==> src/design/hpp_defs.svh <==
// named constants for the host parallel port
// assumes inclusion by bare name from package and modules
`ifndef HPP_DEFS_SVH
`define HPP_DEFS_SVH
`define HPP_DATA_W 16
`define HPP_ADDR_W 3
`define HPP_SEL_MSB 1
`define HPP_NCHAN 4
`define HPP_ADDR_HOLD 2'h0
`define HPP_ADDR_IRQLEN 2'h1
`define HPP_ADDR_MARK 2'h2
`define HPP_ADDR_CHAN 2'h3
`define HPP_ZERO16 16'h0000
`define HPP_ONE16 16'h0001
`define HPP_IRQLEN_RST 16'h0001
`define HPP_MARK_RST 16'h0000
`define HPP_CHAN_RST 16'h0000
`define HPP_MK_POL_BIT 0
`define HPP_MK_KIND_LSB 1
`define HPP_MK_KIND_MSB 2
`define HPP_MK_POS_LSB 3
`define HPP_MK_POS_MSB 6
`define HPP_CH_MSB 1
`define HPP_POS_W 4
`define HPP_MARK_DEPTH 16
`define HPP_POS_ZERO 4'h0
`define HPP_POS_ONE 4'h1
`define HPP_KIND_WORD 2'h0
`define HPP_KIND_FRAME 2'h1
`define HPP_DLY_RST 16'h0000
`endif

==> src/design/hpp_pkg.sv <==
// types shared by the host parallel port modules
// assumes hpp_defs.svh on the include path
`include "hpp_defs.svh"
package hpp_pkg;
  typedef logic [`HPP_DATA_W-1:0] hpp_word_t;
  typedef struct packed {
    logic cs_n;
    logic strobe_n;
    logic rd_rw;
    logic mode;
    logic [`HPP_ADDR_W-1:0] addr;
    hpp_word_t data;
  } hpp_host_in_t;
  typedef struct packed {
    hpp_word_t data;
    logic oe;
  } hpp_host_out_t;
  typedef struct packed {
    logic [`HPP_POS_W-1:0] pos;
    logic [1:0] kind;
    logic polarity;
  } hpp_mark_cfg_t;
  typedef enum logic [1:0] {
    HPP_IDLE = 2'b00,
    HPP_READ = 2'b01,
    HPP_WRITE = 2'b10
  } hpp_state_t;
endpackage

==> src/design/hpp_marker.sv <==
// word/frame sync marker with programmable polarity and delay
// assumes start pulses from the serial output framer, one clock wide
`timescale 1ns/10ps
`include "hpp_defs.svh"
module hpp_marker (
  input wire logic ref_clk_i,
  input wire logic rst_n_i,
  input wire logic clk_en_i,
  input wire hpp_pkg::hpp_mark_cfg_t cfg_i,
  input wire logic word_start_i,
  input wire logic frame_start_i,
  output logic marker_o
);
  import hpp_pkg::*;

  logic pulse;
  logic tap;
  logic [`HPP_MARK_DEPTH-1:0] dly_reg;

  // source select: word, frame, or both
  always_comb begin
    case (cfg_i.kind)
      `HPP_KIND_WORD: pulse = word_start_i;
      `HPP_KIND_FRAME: pulse = frame_start_i;
      default: pulse = word_start_i | frame_start_i;
    endcase
  end

  // position: tap of the delay line
  always_comb begin
    if (cfg_i.pos == `HPP_POS_ZERO) begin
      tap = pulse;
    end else begin
      tap = dly_reg[cfg_i.pos - `HPP_POS_ONE];
    end
  end

  always_ff @(posedge ref_clk_i) begin
    if (!rst_n_i) begin
      dly_reg <= `HPP_DLY_RST;
    end else if (clk_en_i) begin
      dly_reg <= {dly_reg[`HPP_MARK_DEPTH-2:0], pulse};
    end
  end

  always_ff @(posedge ref_clk_i) begin
    if (!rst_n_i) begin
      marker_o <= 1'b0;
    end else if (clk_en_i) begin
      marker_o <= tap ^ cfg_i.polarity;
    end
  end
endmodule // hpp_marker

==> src/design/hpp_port.sv <==
// host parallel port: strobe decode, write holding, readback, new-data irq
// assumes host pins already synchronous to ref_clk_i; pad pull-down on mode
`timescale 1ns/10ps
`include "hpp_defs.svh"
module hpp_port (
  input wire logic ref_clk_i,
  input wire logic rst_n_i,
  input wire logic clk_en_i,
  input wire hpp_pkg::hpp_host_in_t host_i,
  output hpp_pkg::hpp_host_out_t host_o,
  input wire logic [`HPP_NCHAN-1:0] chan_valid_i,
  input wire hpp_pkg::hpp_word_t [`HPP_NCHAN-1:0] chan_word_i,
  input wire logic word_start_i,
  input wire logic frame_start_i,
  output logic new_data_irq_o,
  output logic word_frame_marker_d_o
);
  import hpp_pkg::*;

  hpp_state_t state_reg;
  hpp_state_t state_next;
  hpp_word_t wdata_reg;
  hpp_word_t hold_reg;
  hpp_word_t irqlen_reg;
  hpp_word_t mark_reg;
  hpp_word_t chan_reg;
  hpp_word_t latest_reg;
  hpp_word_t irq_cnt_reg;
  hpp_word_t read_word;
  hpp_mark_cfg_t mark_cfg;
  logic [`HPP_SEL_MSB:0] sel;
  logic [`HPP_CH_MSB:0] chan_sel;
  logic rd_now;
  logic wr_low_now;
  logic wr_commit;
  logic new_event;

  // read request decode for both strobe modes
  function automatic logic rd_active(input hpp_host_in_t h);
    if (h.cs_n) begin
      return 1'b0;
    end
    if (h.mode) begin
      return !h.strobe_n && h.rd_rw;
    end
    return !h.rd_rw;
  endfunction

  // write strobe low decode for both strobe modes
  function automatic logic wr_low(input hpp_host_in_t h);
    if (h.cs_n || h.strobe_n) begin
      return 1'b0;
    end
    if (h.mode) begin
      return !h.rd_rw;
    end
    return h.rd_rw;
  endfunction

  assign rd_now = rd_active(host_i);
  assign wr_low_now = wr_low(host_i);
  assign sel = host_i.addr[`HPP_SEL_MSB:0];
  assign chan_sel = chan_reg[`HPP_CH_MSB:0];
  assign new_event = chan_valid_i[chan_sel];

  // write completes on the strobe returning high while still selected
  assign wr_commit = clk_en_i && (state_reg == HPP_WRITE) && !host_i.cs_n
                     && host_i.strobe_n;

  always_comb begin
    state_next = state_reg;
    case (state_reg)
      HPP_IDLE: begin
        if (rd_now) begin
          state_next = HPP_READ;
        end else if (wr_low_now) begin
          state_next = HPP_WRITE;
        end
      end
      HPP_READ: begin
        if (!rd_now) begin
          state_next = HPP_IDLE;
        end
      end
      HPP_WRITE: begin
        if (host_i.cs_n || host_i.strobe_n) begin
          state_next = HPP_IDLE;
        end
      end
      default: state_next = HPP_IDLE;
    endcase
  end

  always_ff @(posedge ref_clk_i) begin
    if (!rst_n_i) begin
      state_reg <= HPP_IDLE;
    end else if (clk_en_i) begin
      state_reg <= state_next;
    end
  end

  // capture bus data while the strobe is low
  always_ff @(posedge ref_clk_i) begin
    if (!rst_n_i) begin
      wdata_reg <= `HPP_ZERO16;
    end else if (clk_en_i && wr_low_now) begin
      wdata_reg <= host_i.data;
    end
  end

  // holding register loaded only from the bus
  always_ff @(posedge ref_clk_i) begin
    if (!rst_n_i) begin
      hold_reg <= `HPP_ZERO16;
    end else if (wr_commit && sel == `HPP_ADDR_HOLD) begin
      hold_reg <= wdata_reg;
    end
  end

  // target registers loaded only from the holding register
  always_ff @(posedge ref_clk_i) begin
    if (!rst_n_i) begin
      irqlen_reg <= `HPP_IRQLEN_RST;
      mark_reg <= `HPP_MARK_RST;
      chan_reg <= `HPP_CHAN_RST;
    end else if (wr_commit) begin
      case (sel)
        `HPP_ADDR_IRQLEN: irqlen_reg <= hold_reg;
        `HPP_ADDR_MARK: mark_reg <= hold_reg;
        `HPP_ADDR_CHAN: chan_reg <= hold_reg;
        default: begin
        end
      endcase
    end
  end

  // latest output word of the selected channel
  always_ff @(posedge ref_clk_i) begin
    if (!rst_n_i) begin
      latest_reg <= `HPP_ZERO16;
    end else if (clk_en_i && new_event) begin
      latest_reg <= chan_word_i[chan_sel];
    end
  end

  // readback mux
  always_comb begin
    case (sel)
      `HPP_ADDR_HOLD: read_word = hold_reg;
      `HPP_ADDR_IRQLEN: read_word = irqlen_reg;
      `HPP_ADDR_MARK: read_word = mark_reg;
      default: read_word = latest_reg;
    endcase
  end

  // bus driver: data and enable from flops
  always_ff @(posedge ref_clk_i) begin
    if (!rst_n_i) begin
      host_o.oe <= 1'b0;
      host_o.data <= `HPP_ZERO16;
    end else if (clk_en_i) begin
      host_o.oe <= rd_now;
      host_o.data <= rd_now ? read_word : `HPP_ZERO16;
    end
  end

  // interrupt length counter, zero length treated as one
  always_ff @(posedge ref_clk_i) begin
    if (!rst_n_i) begin
      irq_cnt_reg <= `HPP_ZERO16;
    end else if (clk_en_i) begin
      if (new_event) begin
        irq_cnt_reg <= (irqlen_reg == `HPP_ZERO16) ? `HPP_ONE16 : irqlen_reg;
      end else if (irq_cnt_reg != `HPP_ZERO16) begin
        irq_cnt_reg <= irq_cnt_reg - `HPP_ONE16;
      end
    end
  end

  assign new_data_irq_o = (irq_cnt_reg != `HPP_ZERO16);

  assign mark_cfg.polarity = mark_reg[`HPP_MK_POL_BIT];
  assign mark_cfg.kind = mark_reg[`HPP_MK_KIND_MSB:`HPP_MK_KIND_LSB];
  assign mark_cfg.pos = mark_reg[`HPP_MK_POS_MSB:`HPP_MK_POS_LSB];

  hpp_marker u_marker (
    .ref_clk_i(ref_clk_i),
    .rst_n_i(rst_n_i),
    .clk_en_i(clk_en_i),
    .cfg_i(mark_cfg),
    .word_start_i(word_start_i),
    .frame_start_i(frame_start_i),
    .marker_o(word_frame_marker_d_o)
  );
endmodule // hpp_port

==> config.mk <==
export PLATFORM = sky130hd
export DESIGN_NAME = hpp_port
export DESIGN_NICKNAME = d
export VERILOG_FILES = /design/src/design/hpp_pkg.sv /design/src/design/hpp_marker.sv /design/src/design/hpp_port.sv
export VERILOG_INCLUDE_DIRS = /design/src /design/src/design
export SDC_FILE = /design/constraint.sdc
export NUM_CORES = 1
export LEC_CHECK = 0
export ABC_AREA = 1
export BUFFER_PORTS_ARGS = -buffer_cell sky130_fd_sc_hd__buf_2
export CAP_MARGIN = 25
export CORE_ASPECT_RATIO = 1.1
export CORE_MARGIN = 4
export CORE_UTILIZATION = 55
export CTS_CLUSTER_SIZE = 16
export DETAILED_ROUTE_END_ITERATION = 7
export PLACE_DENSITY = 0.79
export SKIP_CTS_REPAIR_TIMING = 1
export SYNTH_ARGS = -nofsm -noshare
export SYNTH_HDL_FRONTEND = slang
export SYNTH_SLANG_ARGS = --single-unit
==> constraint.sdc <==
create_clock -name ref_clk_i -period 2.9 [get_ports ref_clk_i]
set_input_delay 0.58 -clock ref_clk_i [delete_from_list [all_inputs] [get_ports ref_clk_i]]
set_output_delay 0.58 -clock ref_clk_i [all_outputs]
set_load 0.02 [all_outputs]
# Word-level counts from Yosys, hierarchy flattened
# Cells that the tools add are included.
# totals
register_bits	134
in_bits	96
output_inout_bits	19
elab_cells	81
# op_classes
n_addsub	2
n_lt_le_gt_ge	2
n_eq_ne	9
mux	31
n_bitwise	2
n_reduce_logical	23
# op_table
op	n
16-bit two-way mux	5
16-bit one-hot mux with 3 select lines	1
16-bit binary-select mux with 2-bit select	1
16-bit logical NOT	1
1-bit two-way mux	16
16-bit nonzero test	1
16-bit by 1-bit subtractor with 16-bit output, second input constant	1
2-bit two-way mux	4
2-bit AND reduction	4
1-bit logical AND	7
2-bit by 1-bit equality test with 1-bit output, second input constant	3
2-bit equality test, second input constant	3
2-bit logical NOT	3
2-bit one-hot mux with 3 select lines	1
4-bit by 5-bit less-than comparator with 1-bit output, second input constant	1
1-bit binary-select mux with 4-bit select	1
4-bit logical NOT	1
2-bit != test, second input constant	2
4-bit AND reduction	1
4-bit by 1-bit subtractor with 4-bit output, second input constant	1
1-bit logical NOT	3
2-bit by 3-bit less-than comparator with 1-bit output, second input constant	1
3-bit != test, second input constant	1
1-bit binary-select mux with 2-bit select	1
other kinds (5)	5

# Depth between registers and ports, before layout
# depth
ltp_word	8
ltp_mapped	16
ltp_nobuf	14

# Hierarchy
# A second synthesis with hierarchy kept.
# hier_totals
cells_unflattened	970
hier_area_um2	6593.8
# by_module_without_submodules
module	instances	cells_each	area_per_inst_um2	seq_area_each_um2
hpp_port	1	830	5679.2	2342.2
hpp_marker	1	140	914.6	340.3

# Worst setup path before layout
# OpenSTA, ideal clock, no wires.
# synth_path
path_kind	reg2out
startpoint	register irq_cnt_reg[0]
endpoint	output port new_data_irq_o
arrival_ns	1.312
required_ns	2.320
path_slack_ns	1.008
path_stages_with_launch	8
path_buffers	0
path_cell_list	dfxtp_1 -> inv_1 -> ha_1 -> nand3_1 -> nor2_1 -> nand3_1 -> nor4_1 -> nand3_1
# synth_between
elab_chain_cells	1
# synth_rtl
element	line_no	source
start, declared	hpp_port.sv:28	hpp_word_t irq_cnt_reg;
start signal, assigned	hpp_port.sv:170	irq_cnt_reg <= `HPP_ZERO16;
start signal, assigned	hpp_port.sv:173	irq_cnt_reg <= (irqlen_reg == `HPP_ZERO16) ? `HPP_ONE16 : irqlen_reg;
start signal, assigned	hpp_port.sv:175	irq_cnt_reg <= irq_cnt_reg - `HPP_ONE16;
16-bit nonzero test (no line)	--	
end, declared	hpp_port.sv:15	output logic new_data_irq_o,
# Every way passes these cells.

# Worst setup path after layout
# Ends and elaborated chain as after synthesis.

==> run_results.csv <==
group,metric,value,unit
power,power_frac_clock,49.4,%
clock_network,clock_latency,0.42,ns
drt,antenna_left,0,
logic_synthesis,ys_seq_elements,134,
place,io_buffers,113,
floorplanning,dieWidth,112,um
final_layout,top_register,"host_o",
critical_path,r2r_slack,0.51,ns
drt,drt-vias-per-instance,5.60,
timing,timing.fmax,380,MHz
drt,dr.pass1.iters,5,
final_layout,largest_reg_flops,17,
floorplanning,rows,41,
final_layout,drive_above_1_share,18.3,%
drt,drt_iter0_drc,725,
drt,route.detailed.drc,0,
timing,grt_setup_unrepaired,"false",
final_layout,area_growth_syn_to_layout,18.9,%
timing,setup_violations,0,
timing,final.min_clock_period,2.63,ns
clock_network,cts_buffers,17,
clock_network,max-clock-path-buffers,2,
place,hpwl,11800,um
critical_path,reg2regPathDepth,8,
power,p_leak,3.18,nW
run,drv_cap,0,
grt,antenna_found_initial,0,
logic_synthesis,synth_edf_count,0,
final_layout,fin_nets,1106,
drt,route.vias.total,6547,
clock_network,root_buffer,"clkbuf_16",
floorplanning,design.core.area,11500,um^2
worst_hold_path,hold_path.class,"input pin to flop",
logic_synthesis,syn_inst,924,
logic_synthesis,syn_area,6500,um^2
logic_synthesis,avgSynthCellArea,7.04,um^2
critical_path,r2r_start,"chan_reg[1]$_SDFFE_PN0P_",
timing,finalCritPeriodShare,90.8,%
logic_synthesis,async_flop_share,0,%
final_layout,final_core_util,67.0,%
critical_path,crit_arrival,2.05,ns
drt,wl_per_cell,15.1,um
timing,report.final.slew_viol_count,0,
power,p_int,3.82,mW
logic_synthesis,synthDistinctLibCells,40,
logic_synthesis,ys_warn_count,0,
critical_path,cp-endpoint,"new_data_irq_o",
power,power_frac_seq,39.3,%
timing,finClkSkew,0.00558,ns
critical_path,setup.worst_path.start,"irq_cnt_reg[0]$_SDFFE_PN0P_",
critical_path,crit_path_max_fanout,4,
critical_path,cp.required,2.32,ns
worst_hold_path,min_from,"host_i[12]",
drt,wl,17700,um
place,place_congestion,0.930,
grt,grt_pass1_wl,29000,um
logic_synthesis,synth.net_count,1022,
critical_path,end_kind,"primary output",
status,status,"complete, no violations",
timing,maxSlewHeadroom,48.1,%
grt,grt_use_total,26.0,%
power,swShare,24.3,%
timing,setup_tns,0,ns
logic_synthesis,ys_seq_area_share,41.2,%
final_layout,fill_cells,1029,
critical_path,worst-setup-path-type,"flop to primary output",
critical_path,r2r_end,"irq_cnt_reg[6]$_SDFFE_PN0P_",
floorplanning,fp.dieH,122,um
power,power.net_switching,1.23,mW
floorplanning,io-pin-count,115,
grt,grt-ovfl-total,0,
clock_network,clk_pin_slew_worst_paths,0.06,ns
timing,worst_slew_pin_slew,0.776,ns
clock_network,htree_levels,4,
final_layout,n_antenna_cell,0,
floorplanning,start_util,56.3,%
critical_path,startpoint_type,"flop",
timing,finalHoldViolCount,0,
grt,grt_max_degree,54,
floorplanning,die-area,13600,um^2
timing,worst_slack,0.268,ns
power,comb_power_share,11.2,%
logic_synthesis,synth_ff_type,"dfxtp_1",
grt,first_global_vias,5951,
power,pwr_density_cell,653,nW/um^2
clock_network,cts.sinks,134,
power,peakVddDrop,0.357,mV
clock_network,cts_tree,"done",
place,preCtsSetupSlack,0.629,ns
synth_stat cells, types with 10 or more instances:
library cell / instances / area share (%)
a21oi_1: 96 / 7.4
buf_2: 13 / 1.0
clkbuf_1: 34 / 2.0
dfxtp_1: 134 / 41
inv_1: 73 / 4.2
nand2_1: 122 / 7.0
nand3_1: 46 / 3.5
nand4_1: 10 / 0.96
nor2_1: 125 / 7.2
o211ai_1: 14 / 1.6
o21ai_0: 154 / 12
o21ai_1: 11 / 0.85
o22ai_1: 16 / 1.5
cells in the final DEF, fill, tap and decap left out, drive strengths merged, types with 13 or more instances in the layout:
cell type,synthesis,routed
a21oi,102,102
buf,22,123
clkbuf,36,17
dfxtp,134,134
inv,77,77
nand2,127,127
nand3,48,48
nor2,130,130
nor3,13,13
o211ai,14,14
o21ai,169,169
o22ai,16,16
cell type report:
class,count,area (um^2),share of cell area (%)
multi-input combinational,653,3240,41.9
clock inverter,13,255,3.30
clock buffer,17,425,5.50
inverter,79,304,3.93
sequential,134,2680,34.7
tap,150,188,2.43
timing repair buffer,123,641,8.29
per-layer routing:
layer  wire [um]  GRT usage (%)  vias up
met1        7570           33.1     2984
li1            -              -     3289
met4         456           10.3        0
met2        8290           42.4      240
met3        1340           6.51       34
met5           0              0        -
through the flow:
| stage | power (mW) | hold slack, ns | instance area, um^2 | cells |
|---|---|---|---|---|
| after floorplan | 2.42 | 0.420 | 6500 | 924 |
| after global placement | 2.56 | 0.429 | 7050 | 1139 |
| after detailed placement | 2.57 | 0.438 | 7050 | 1139 |
| after CTS | 5.05 | 0.376 | 7730 | 1169 |
| after global routing | 5.23 | 0.396 | 7730 | 1169 |
| final | 5.05 | 0.387 | 7730 | 1169 |
worst max-delay path: stages, from the launching register on:
cell,delay (ns)
dfxtp_1,0.33
inv_1,0.11
ha_1,0.20
nand3_1,0.20
nor2_1,0.14
nand3_1,0.13
nor4_1,0.25
nand3_1,0.11
buf_2,0.18
power groups by stage:
stage,Clock (mW),Combinational (mW),Sequential (mW)
4_1_cts,2.51,0.564,1.98
3_5_place_dp,0,0.553,2.02
2_1_floorplan,0,0.411,2.01
6_report,2.49,0.567,1.99
5_1_grt,2.59,0.646,1.99
3_3_place_gp,0,0.545,2.02
cell families after synthesis:
family | after synthesis | share of synthesized area [%]
adders and majority gates | 2 | 0.385
AOI/OAI and AO/OA | 312 | 26.1
buffers and inverters | 137 | 9.00
DFF | 134 | 41.2
and+or+nand+nor | 332 | 22.4
xor gates and xnor gates | 7 | 0.943
worst min path at each step:
| stage | slack [ns] | cells after the start | to |
|---|---|---|---|
| after floorplan | 0.42 | 2 | mark_reg[10]$_SDFFE_PN0P_ |
| after global placement | 0.43 | 2 | mark_reg[9]$_SDFFE_PN0P_ |
| after detailed placement | 0.44 | 2 | mark_reg[9]$_SDFFE_PN0P_ |
| after CTS | 0.38 | 3 | wdata_reg[12]$_SDFFE_PN0P_ |
| after global routing | 0.40 | 3 | wdata_reg[7]$_SDFFE_PN0P_ |
| final | 0.39 | 3 | wdata_reg[12]$_SDFFE_PN0P_ |
Note: power is estimated with default switching activity, not from simulation.
